### src/pkg/acmr_cfg.svh
/*
 Register offsets, reset values and timing counts of the channel mode and interrupt register bank.
 Assumes inclusion by bare name from the package and the design files.
*/
`ifndef ACMR_CFG_SVH
`define ACMR_CFG_SVH

`define ACMR_NUM_CHAN 26
`define ACMR_OFF_EI_STAT_LO 12'h000
`define ACMR_OFF_EI_STAT_HI 12'h004
`define ACMR_OFF_MODE0_LO 12'h008
`define ACMR_OFF_MODE0_HI 12'h00C
`define ACMR_OFF_MODE1_LO 12'h010
`define ACMR_OFF_MODE1_HI 12'h014
`define ACMR_OFF_IE_LO 12'h018
`define ACMR_OFF_IE_HI 12'h01C
`define ACMR_OFF_EI_EN_LO 12'h020
`define ACMR_OFF_EI_EN_HI 12'h024
`define ACMR_OFF_EI_LEAD 12'h028
`define ACMR_OFF_IRQ_STAT 12'h02C
`define ACMR_OFF_IRQ_CLR 12'h030
`define ACMR_OFF_IRQ_EN 12'h034
`define ACMR_RST_WORD 16'h0000
`define ACMR_LEAD_MAX_PERIODS 4'h8

`endif

### src/pkg/acmr_pkg.sv
/*
 Types shared by the channel mode and interrupt register bank.
 Assumes acmr_cfg.svh is on the include path.
*/
package acmr_pkg;
`include "acmr_cfg.svh"

    typedef enum logic [2:0] {
        ACMR_AHB_IDLE = 3'b001,
        ACMR_AHB_WR = 3'b010,
        ACMR_AHB_RD = 3'b100
    } acmr_phase_e;

    typedef struct packed {
        logic [11:0] addr;
        logic wr;
        logic rd;
    } acmr_req_s;

    typedef struct packed {
        logic [`ACMR_NUM_CHAN-1:0] input_sel_a;
        logic [`ACMR_NUM_CHAN-1:0] sign_sel;
    } acmr_mode_s;
endpackage

### src/design/acmr_lead_cnt.sv
/*
 Early interrupt lead timer: counts conversion clock ticks down to the early point.
 Assumes conv_start_i and core_tick_i come from logic on clk_i.
*/
`timescale 1ns/100ps
module acmr_lead_cnt
    import acmr_pkg::*;
(
    input wire logic clk_i,
    input wire logic rst_i,
    input wire logic [2:0] lead_code_i,
    input wire logic [3:0] conv_len_i,
    input wire logic conv_start_i,
    input wire logic core_tick_i,
    output logic early_o
);
    logic [3:0] remain_r;
    logic [3:0] remain_nxt;
    logic [3:0] lead_periods;

    // Code 0 gives one period, code 7 gives eight
    assign lead_periods = {1'b0, lead_code_i} + 4'h1;
    assign remain_nxt = conv_start_i ? conv_len_i :
                        (core_tick_i && remain_r != 4'h0) ? remain_r - 4'h1 : remain_r;

    always_ff @(posedge clk_i)
    begin
        if (rst_i)
            remain_r <= 4'h0;
        else
            remain_r <= remain_nxt;
    end

    // One pulse as the remaining count reaches the lead
    assign early_o = core_tick_i && remain_r != 4'h0 && (remain_r - 4'h1) == lead_periods;
endmodule

### src/design/acmr_regs.sv
/*
 Per-channel input mode, interrupt enable and early interrupt status registers on AHB-Lite.
 Assumes one AHB-Lite master, single word transfers, and conversion events on clk_i.
*/
// Summary of operation
// - Channels 16-25 set bits 9:0 of the upper early status word on early interrupt.
// - Early status bit clears when software reads that channel's result buffer.
// - Bits 15:10 of upper status and enable words ignore writes, read zero.
// - Differential selector one converts a pair, zero converts single-ended.
// - Sign selector one delivers signed results, zero delivers unsigned.
// - Channel n uses bits 2(n mod 8)+1 (differential) and 2(n mod 8) (sign).
// - Mode words hold channels 0-7, 8-15, 16-23, 24-25; last word bits 15:4 zero.
// - Enable one allows common and individual interrupts from that channel.
// - Enable zero raises neither common nor individual interrupt for the channel.
// - All implemented channel bits are read-write and reset to zero.
// - Implemented channel bits depend on the channel count of the variant.
// - Early lead is one to eight conversion clock periods, code 0 to 7.
// - Early enable one allows the channel's early interrupt, zero suppresses it.
`timescale 1ns/100ps
`include "acmr_cfg.svh"
module acmr_regs
    import acmr_pkg::*;
#(
    parameter int NUM_CHAN = `ACMR_NUM_CHAN
)
(
    input wire logic clk_i,
    input wire logic rst_i,
    input wire logic hsel_i,
    input wire logic [31:0] haddr_i,
    input wire logic [1:0] htrans_i,
    input wire logic hwrite_i,
    input wire logic [2:0] hsize_i,
    input wire logic [31:0] hwdata_i,
    input wire logic hready_i,
    output logic [31:0] hrdata_o,
    output logic hreadyout_o,
    output logic hresp_o,
    input wire logic [25:0] conv_start_i,
    input wire logic [25:0] conv_done_i,
    input wire logic [25:0] buf_read_i,
    input wire logic [3:0] conv_len_i,
    input wire logic core_tick_i,
    output logic [25:0] input_sel_a_o,
    output logic [25:0] sign_sel_o,
    output logic [25:0] chan_irq_o,
    output logic common_irq_o,
    output logic [25:0] early_irq_o,
    output logic irq_o
);
    localparam logic [25:0] CHAN_MASK = 26'((64'h1 << NUM_CHAN) - 64'h1);

    acmr_phase_e phase_r;
    acmr_phase_e phase_nxt;
    acmr_req_s req_r;
    logic [25:0] early_irq_flag_r;
    logic [25:0] early_irq_flag_nxt;
    logic [25:0] chan_irq_en_r;
    logic [25:0] early_irq_en_r;
    acmr_mode_s mode_r;
    logic [2:0] early_irq_lead_r;
    logic [1:0] irq_stat_r;
    logic [1:0] irq_stat_nxt;
    logic [1:0] irq_en_r;
    logic [25:0] early_pulse;
    logic [25:0] early_gated;
    logic [25:0] ev_gated;
    logic [31:0] wdata;
    logic [31:0] rdata;
    logic addr_take;
    logic wr_en;

    function automatic logic sel(input logic [11:0] a, input logic [11:0] off);
        sel = (a == off);
    endfunction

    // Packs channel pairs; differential at odd, sign at even
    function automatic logic [15:0] pack_mode(input acmr_mode_s m, input int base);
        logic [15:0] w;
        w = 16'h0000;
        for (int i = 0; i < 8; i++)
        begin
            if (base + i < NUM_CHAN)
            begin
                w[2*i+1] = m.input_sel_a[base+i];
                w[2*i] = m.sign_sel[base+i];
            end
        end
        pack_mode = w;
    endfunction

    ////////////////////////////////////////////////////////////////////////
    // AHB-Lite slave: zero wait state, always OKAY

    assign addr_take = hsel_i && hready_i && htrans_i[1];
    assign phase_nxt = !addr_take ? ACMR_AHB_IDLE : (hwrite_i ? ACMR_AHB_WR : ACMR_AHB_RD);
    assign hreadyout_o = 1'b1;
    assign hresp_o = 1'b0;
    assign wr_en = (phase_r == ACMR_AHB_WR);
    assign wdata = hwdata_i;

    always_ff @(posedge clk_i)
    begin
        if (rst_i)
        begin
            phase_r <= ACMR_AHB_IDLE;
            req_r <= '0;
        end
        else
        begin
            phase_r <= phase_nxt;
            req_r <= '{addr: haddr_i[11:0], wr: hwrite_i, rd: !hwrite_i};
        end
    end

    ////////////////////////////////////////////////////////////////////////
    // Early interrupt lead timers, one per channel

    genvar g;
    generate
        for (g = 0; g < 26; g++)
        begin : g_lead
            acmr_lead_cnt u_lead (
                .clk_i(clk_i),
                .rst_i(rst_i),
                .lead_code_i(early_irq_lead_r),
                .conv_len_i(conv_len_i),
                .conv_start_i(conv_start_i[g]),
                .core_tick_i(core_tick_i),
                .early_o(early_pulse[g])
            );
        end
    endgenerate

    assign early_gated = early_pulse & early_irq_en_r & CHAN_MASK;

    ////////////////////////////////////////////////////////////////////////
    // Configuration registers

    always_ff @(posedge clk_i)
    begin
        if (rst_i)
        begin
            chan_irq_en_r <= 26'h000_0000;
            early_irq_en_r <= 26'h000_0000;
            mode_r <= '0;
            early_irq_lead_r <= 3'h0;
            irq_en_r <= 2'h0;
        end
        else if (wr_en)
        begin
            if (sel(req_r.addr, `ACMR_OFF_IE_LO))
                chan_irq_en_r[15:0] <= wdata[15:0] & CHAN_MASK[15:0];
            if (sel(req_r.addr, `ACMR_OFF_IE_HI))
                chan_irq_en_r[25:16] <= wdata[9:0] & CHAN_MASK[25:16];
            if (sel(req_r.addr, `ACMR_OFF_EI_EN_LO))
                early_irq_en_r[15:0] <= wdata[15:0] & CHAN_MASK[15:0];
            if (sel(req_r.addr, `ACMR_OFF_EI_EN_HI))
                early_irq_en_r[25:16] <= wdata[9:0] & CHAN_MASK[25:16];
            if (sel(req_r.addr, `ACMR_OFF_EI_LEAD))
                early_irq_lead_r <= wdata[2:0];
            if (sel(req_r.addr, `ACMR_OFF_IRQ_EN))
                irq_en_r <= wdata[1:0];
            for (int i = 0; i < 8; i++)
            begin
                if (sel(req_r.addr, `ACMR_OFF_MODE0_LO))
                begin
                    mode_r.input_sel_a[i] <= wdata[2*i+1] & CHAN_MASK[i];
                    mode_r.sign_sel[i] <= wdata[2*i] & CHAN_MASK[i];
                end
                if (sel(req_r.addr, `ACMR_OFF_MODE0_HI))
                begin
                    mode_r.input_sel_a[8+i] <= wdata[2*i+1] & CHAN_MASK[8+i];
                    mode_r.sign_sel[8+i] <= wdata[2*i] & CHAN_MASK[8+i];
                end
                if (sel(req_r.addr, `ACMR_OFF_MODE1_LO))
                begin
                    mode_r.input_sel_a[16+i] <= wdata[2*i+1] & CHAN_MASK[16+i];
                    mode_r.sign_sel[16+i] <= wdata[2*i] & CHAN_MASK[16+i];
                end
            end
            // Last mode word holds two channels; a separate loop keeps every index in range
            for (int i = 0; i < 2; i++)
            begin
                if (sel(req_r.addr, `ACMR_OFF_MODE1_HI))
                begin
                    mode_r.input_sel_a[24+i] <= wdata[2*i+1] & CHAN_MASK[24+i];
                    mode_r.sign_sel[24+i] <= wdata[2*i] & CHAN_MASK[24+i];
                end
            end
        end
    end

    ////////////////////////////////////////////////////////////////////////
    // Early interrupt status and block interrupt status

    // Hardware set wins over a buffer read or software write in the same cycle
    always_comb
    begin
        early_irq_flag_nxt = early_irq_flag_r & ~buf_read_i;
        if (wr_en && sel(req_r.addr, `ACMR_OFF_EI_STAT_LO))
            early_irq_flag_nxt[15:0] = wdata[15:0];
        if (wr_en && sel(req_r.addr, `ACMR_OFF_EI_STAT_HI))
            early_irq_flag_nxt[25:16] = wdata[9:0];
        early_irq_flag_nxt = (early_irq_flag_nxt | early_gated) & CHAN_MASK;
    end

    assign ev_gated = conv_done_i & chan_irq_en_r;

    always_comb
    begin
        irq_stat_nxt = irq_stat_r;
        if (wr_en && sel(req_r.addr, `ACMR_OFF_IRQ_CLR))
            irq_stat_nxt = irq_stat_r & ~wdata[1:0];
        if (|ev_gated)
            irq_stat_nxt[0] = 1'b1;
        if (|early_gated)
            irq_stat_nxt[1] = 1'b1;
    end

    always_ff @(posedge clk_i)
    begin
        if (rst_i)
        begin
            early_irq_flag_r <= 26'h000_0000;
            irq_stat_r <= 2'h0;
        end
        else
        begin
            early_irq_flag_r <= early_irq_flag_nxt;
            irq_stat_r <= irq_stat_nxt;
        end
    end

    ////////////////////////////////////////////////////////////////////////
    // Outputs toward the converter and interrupt controller

    always_ff @(posedge clk_i)
    begin
        if (rst_i)
        begin
            chan_irq_o <= 26'h000_0000;
            common_irq_o <= 1'b0;
            early_irq_o <= 26'h000_0000;
            hrdata_o <= 32'h0000_0000;
        end
        else
        begin
            chan_irq_o <= ev_gated & CHAN_MASK;
            common_irq_o <= |(ev_gated & CHAN_MASK);
            early_irq_o <= early_gated;
            hrdata_o <= (addr_take && !hwrite_i) ? rdata : 32'h0000_0000;
        end
    end

    assign input_sel_a_o = mode_r.input_sel_a;
    assign sign_sel_o = mode_r.sign_sel;
    assign irq_o = |(irq_stat_r & irq_en_r);

    ////////////////////////////////////////////////////////////////////////
    // Read mux, sampled in the address phase; unmapped reads as zero

    logic [11:0] ra;
    logic [15:0] mode1_hi_word;
    assign ra = haddr_i[11:0];
    // A function result cannot be part-selected directly, hence the named wire
    assign mode1_hi_word = pack_mode(mode_r, 24);
    assign rdata =
        sel(ra, `ACMR_OFF_EI_STAT_LO) ? {16'h0000, early_irq_flag_r[15:0]} :
        sel(ra, `ACMR_OFF_EI_STAT_HI) ? {22'h00_0000, early_irq_flag_r[25:16]} :
        sel(ra, `ACMR_OFF_MODE0_LO) ? {16'h0000, pack_mode(mode_r, 0)} :
        sel(ra, `ACMR_OFF_MODE0_HI) ? {16'h0000, pack_mode(mode_r, 8)} :
        sel(ra, `ACMR_OFF_MODE1_LO) ? {16'h0000, pack_mode(mode_r, 16)} :
        sel(ra, `ACMR_OFF_MODE1_HI) ? {28'h000_0000, mode1_hi_word[3:0]} :
        sel(ra, `ACMR_OFF_IE_LO) ? {16'h0000, chan_irq_en_r[15:0]} :
        sel(ra, `ACMR_OFF_IE_HI) ? {22'h00_0000, chan_irq_en_r[25:16]} :
        sel(ra, `ACMR_OFF_EI_EN_LO) ? {16'h0000, early_irq_en_r[15:0]} :
        sel(ra, `ACMR_OFF_EI_EN_HI) ? {22'h00_0000, early_irq_en_r[25:16]} :
        sel(ra, `ACMR_OFF_EI_LEAD) ? {29'h0000_0000, early_irq_lead_r} :
        sel(ra, `ACMR_OFF_IRQ_STAT) ? {30'h0000_0000, irq_stat_r} :
        sel(ra, `ACMR_OFF_IRQ_EN) ? {30'h0000_0000, irq_en_r} :
        32'h0000_0000;
endmodule

### config.mk
export PLATFORM = sky130hd
export DESIGN_NAME = acmr_regs
export DESIGN_NICKNAME = d
export VERILOG_FILES = /design/src/pkg/acmr_pkg.sv /design/src/design/acmr_lead_cnt.sv /design/src/design/acmr_regs.sv
export VERILOG_INCLUDE_DIRS = /design/src /design/src/pkg
export SDC_FILE = /design/constraint.sdc
export NUM_CORES = 1
export LEC_CHECK = 0
export BUFFER_PORTS_ARGS = -buffer_cell sky130_fd_sc_hd__buf_2
export CAP_MARGIN = 25
export CELL_PAD_IN_SITES_DETAIL_PLACEMENT = 1
export CELL_PAD_IN_SITES_GLOBAL_PLACEMENT = 2
export CORE_UTILIZATION = 36
export DETAILED_ROUTE_END_ITERATION = 12
export PLACE_DENSITY = 0.94
export RECOVER_POWER = 50
export SLEW_MARGIN = 20
export SYNTH_ARGS = -nofsm -noshare
export SYNTH_HDL_FRONTEND = slang
export SYNTH_SLANG_ARGS = --single-unit
### constraint.sdc
create_clock -name clk_i -period 4.1 [get_ports clk_i]
set_input_delay 0 -clock clk_i [delete_from_list [all_inputs] [get_ports clk_i]]
set_output_delay 0 -clock clk_i [all_outputs]
set_load 0.01 [all_outputs]
==> results.py <==
metrics = {
    "cells_and_area": {
        "syn_to_final_growth_pct": 24.59,
        "fillers": 5406,
        "seq_area_um2": 6506,
        "drive_above_1_share_pct": 10.35,
        "nets": 2473,
        "final_area_um2": 20410,
        "multi_input_area_um2": 9024,
        "final_core_util_pct": 45.85,
    },
    "synth": {
        "synth_seq_cells": 325,
        "async_flop_share_pct": 0,
        "avgSynthCellArea_um2": 8.187,
        "synthDistinctLibCells": 67,
        "synth_warnings": 0,
        "synth-edff-count": 0,
        "ys_seq_area_share_pct": 39.72,
        "synth_top_area_share_pct": 39.72,
        "synth_top_cell_by_area": "dfxtp_1",
        "netlist_area_um2": 16380,
        "synthTopCellsByArea": "dfxtp_1 (40%), nor2_1 (6.7%), xnor2_1 (6.4%)",
        "synthFlopType": "dfxtp_1",
        "syn_inst": 2001,
    },
    "timing": {
        "fmax_mhz": 300.5,
        "period_needed_ns": 3.328,
        "setup_viol": 0,
        "setup_tns_ns": 0,
        "timing.final.crit_share_pct": 81.17,
        "slew_viol_final": 88,
        "maxSlewHeadroom_pct": -23.37,
        "hold_viol_final": 0,
        "worst_pin_slew_ns": 1.850,
        "rsz0062_at_grt": "no",
        "finClkSkew_ns": 0.04141,
    },
    "die": {
        "initial_utilization_pct": 36.80,
        "rows": 77,
        "dieArea_um2": 46360,
        "core_um2": 44510,
        "fp.dieH_um": 215.3,
        "ioPinCount": 297,
        "die_w_um": 215.3,
    },
    "drt": {
        "wirelength_um": 62880,
        "ant_nets": 0,
        "drt_iter0_markers": 1217,
        "drc": 0,
        "viasPerCell": 5.425,
        "wl_per_cell_um": 21.60,
        "drtPass1Iterations": 6,
        "via_count": 15790,
    },
    "global_routing": {
        "grt_start_max_net_pins": 98,
        "antenna_found_initial": 2,
        "gr-total-overflow": 0,
        "grt_pass1_vias": 16310,
        "grt_pass1_wl_um": 96390,
        "grtUsageTotal_pct": 26.62,
    },
    "power_and_ir_drop": {
        "peakVddDrop_v": 0.0002781,
        "power_per_cell_area_nw_per_um2": 404.2,
        "p_leak_nw": 7.755,
        "comb_power_share_pct": 14.9,
        "p_sw_share_pct": 27.32,
        "clkPwrFrac_pct": 44.2,
        "p_sw_mw": 2.254,
        "pwr-share-seq_pct": 40.9,
        "p_int_mw": 5.997,
    },
    "place": {
        "gp_congestion": 0.9347,
        "portBuffers": 238,
        "dpl_cell_area_um2": 17840,
        "hpwl_um": 42660,
    },
    "worst_setup_path": {
        "critPathCaptureType": "flip-flop",
        "setup.worst_path.class": "input port to flip-flop",
        "worstPathArrival_ns": 3.78,
        "crit_fanout": 77,
        "start_kind": "input port",
        "crit_required_ns": 4.56,
    },
    "clocking": {
        "cts_tree": "done",
        "root_buffer": "clkbuf_16",
        "htreeDepth": 2,
        "worstSkewPairLatency_ns": 0.59,
        "cts_sinks": 325,
        "clockBufferDepth": 3,
        "numCtsBuffers": 39,
        "clkTransAtPathRegs_ns": 0.07,
    },
    "job": {
        "max-cap-violations": 1,
    },
    "hold_path": {
        "hp-class": "input port to flip-flop",
    },
    "outcome": {
        "violations": "capacitance limit, slew limit",
        "status": "complete, but fails checks",
    },
}
==> Yosys cell counts (16+ instances only) <==
cell and instances:
nor2b_1 16, nor3_1 34, o21ai_0 17, ha_1 27, a31oi_1 29, nand3b_1 27
nor2_1 293, a21boi_0 18, or2_2 17, clkbuf_1 123, a211oi_1 29, and3_1 23
nand2_1 271, inv_1 58, a21oi_1 184, dfxtp_1 325, xnor2_1 119, xor2_1 79
buf_4 19, xnor3_1 18, mux2i_1 71, nand4_1 37
==> power by group through the flow <==
stage,registers (mW),logic [mW],clock network [mW]
global route,3.38,1.34,3.83
floorplan,3.41,0.873,0
finish,3.37,1.23,3.65
detailed placement,3.44,1.11,0
CTS,3.37,1.21,3.70
global placement,3.43,1.05,0
==> cells in the final DEF, fill, tap and decap left out, types with 34 or more instances in the layout <==
master	count
xor2_1	79
dlygate4sd3_1	134
dfxtp_1	325
nor3_1	34
a21oi_1	184
xnor2_1	119
nor2_1	293
nand2_1	271
nand4_1	37
mux2i_1	71
inv_1	58
clkbuf_16	39
buf_2	115
clkbuf_1	131
==> metrics by stage <==
step,hold slack (ns),std cells,worst slack (ns),total power [mW]
floorplan,0.1250,2017,1.953,4.282
global placement,0.2402,2704,1.385,4.482
detailed placement,0.2493,2704,1.360,4.544
CTS,0.005878,2908,0.9779,8.284
global route,0.05709,2911,0.6478,8.563
finish,0.04332,2911,0.7720,8.251
==> final cells by class <==
cell class,count,share of cell area [%]
Antenna cell,1,0.01226
Multi-Input combinational cell,1472,44.21
Tap cell,592,3.629
Sequential cell,325,31.88
Inverter,59,1.085
Clock buffer,57,5.652
Clock inverter,13,0.9747
Timing Repair Buffer,392,12.56
==> worst paths after layout <==
check                                              startpoint                              end  slack (ns)  depth (start not counted)
worst max-delay path                                    rst_i  early_irq_flag_r[14]$_SDFF_PP0_        0.77                          7
worst min-delay path                               haddr_i[2]           hrdata_o[9]$_SDFF_PP0_        0.04                          3
worst max register to register            req_r[9]$_SDFF_PP0_  early_irq_flag_r[16]$_SDFF_PP0_        0.92                          7
worst min register to register  chan_irq_en_r[6]$_SDFFE_PP0P_    chan_irq_en_r[6]$_SDFFE_PP0P_        0.48                          2
==> cell families after synthesis <==
family / after synthesis / synth area share, %
buf+inv: 220 / 5.644
xor+xnor: 217 / 13.16
flops: 325 / 39.72
simple gates: 784 / 21.55
fa+ha+maj: 27 / 2.062
compound gates: 350 / 13.07
other cells: 2 / 0.04584
mux: 76 / 4.751
==> state kept, by name, summed over array words and instances, names as in the netlist <==
register / flops
input_sel_a_o: 26
early_irq_lead_r: 3
early_irq_o: 26
req_r: 12
common_irq_o: 1
irq_en_r: 2
sign_sel_o: 26
chan_irq_en_r: 26
early_irq_flag_r: 26
hrdata_o: 16
phase_r: 3
chan_irq_o: 26
g_lead.u_lead.remain_r: 104
irq_stat_r: 2
early_irq_en_r: 26
==> repair_timing <==
action | 4_1_cts | 5_1_grt
hold buffers | 134 | 0
hold endpoints to repair | 291 | 0
gates resized for setup | 0 | 0
endpoints found under the setup margin | 0 | 0
buffers inserted | 0 | 0
==> worst max-delay path, stage by stage <==
cell and delay, ns:
dlygate4sd3_1 0.57, buf_8 0.29, clkbuf_1 0.99, buf_16 0.37, buf_4 0.74, a31oi_1 0.12, dlygate4sd3_1 0.61
==> per-layer routing <==
metal | vias to the layer above | track usage (%) | part of all wire [%]
li1 | 7276 | - | -
met1 | 7809 | 34.08 | 42
met2 | 572 | 44.88 | 48
met3 | 132 | 4.303 | 6.0
met4 | 2 | 9.835 | 3.7
met5 | - | 0 | 0.021
Power figures use the tool's default switching activity.
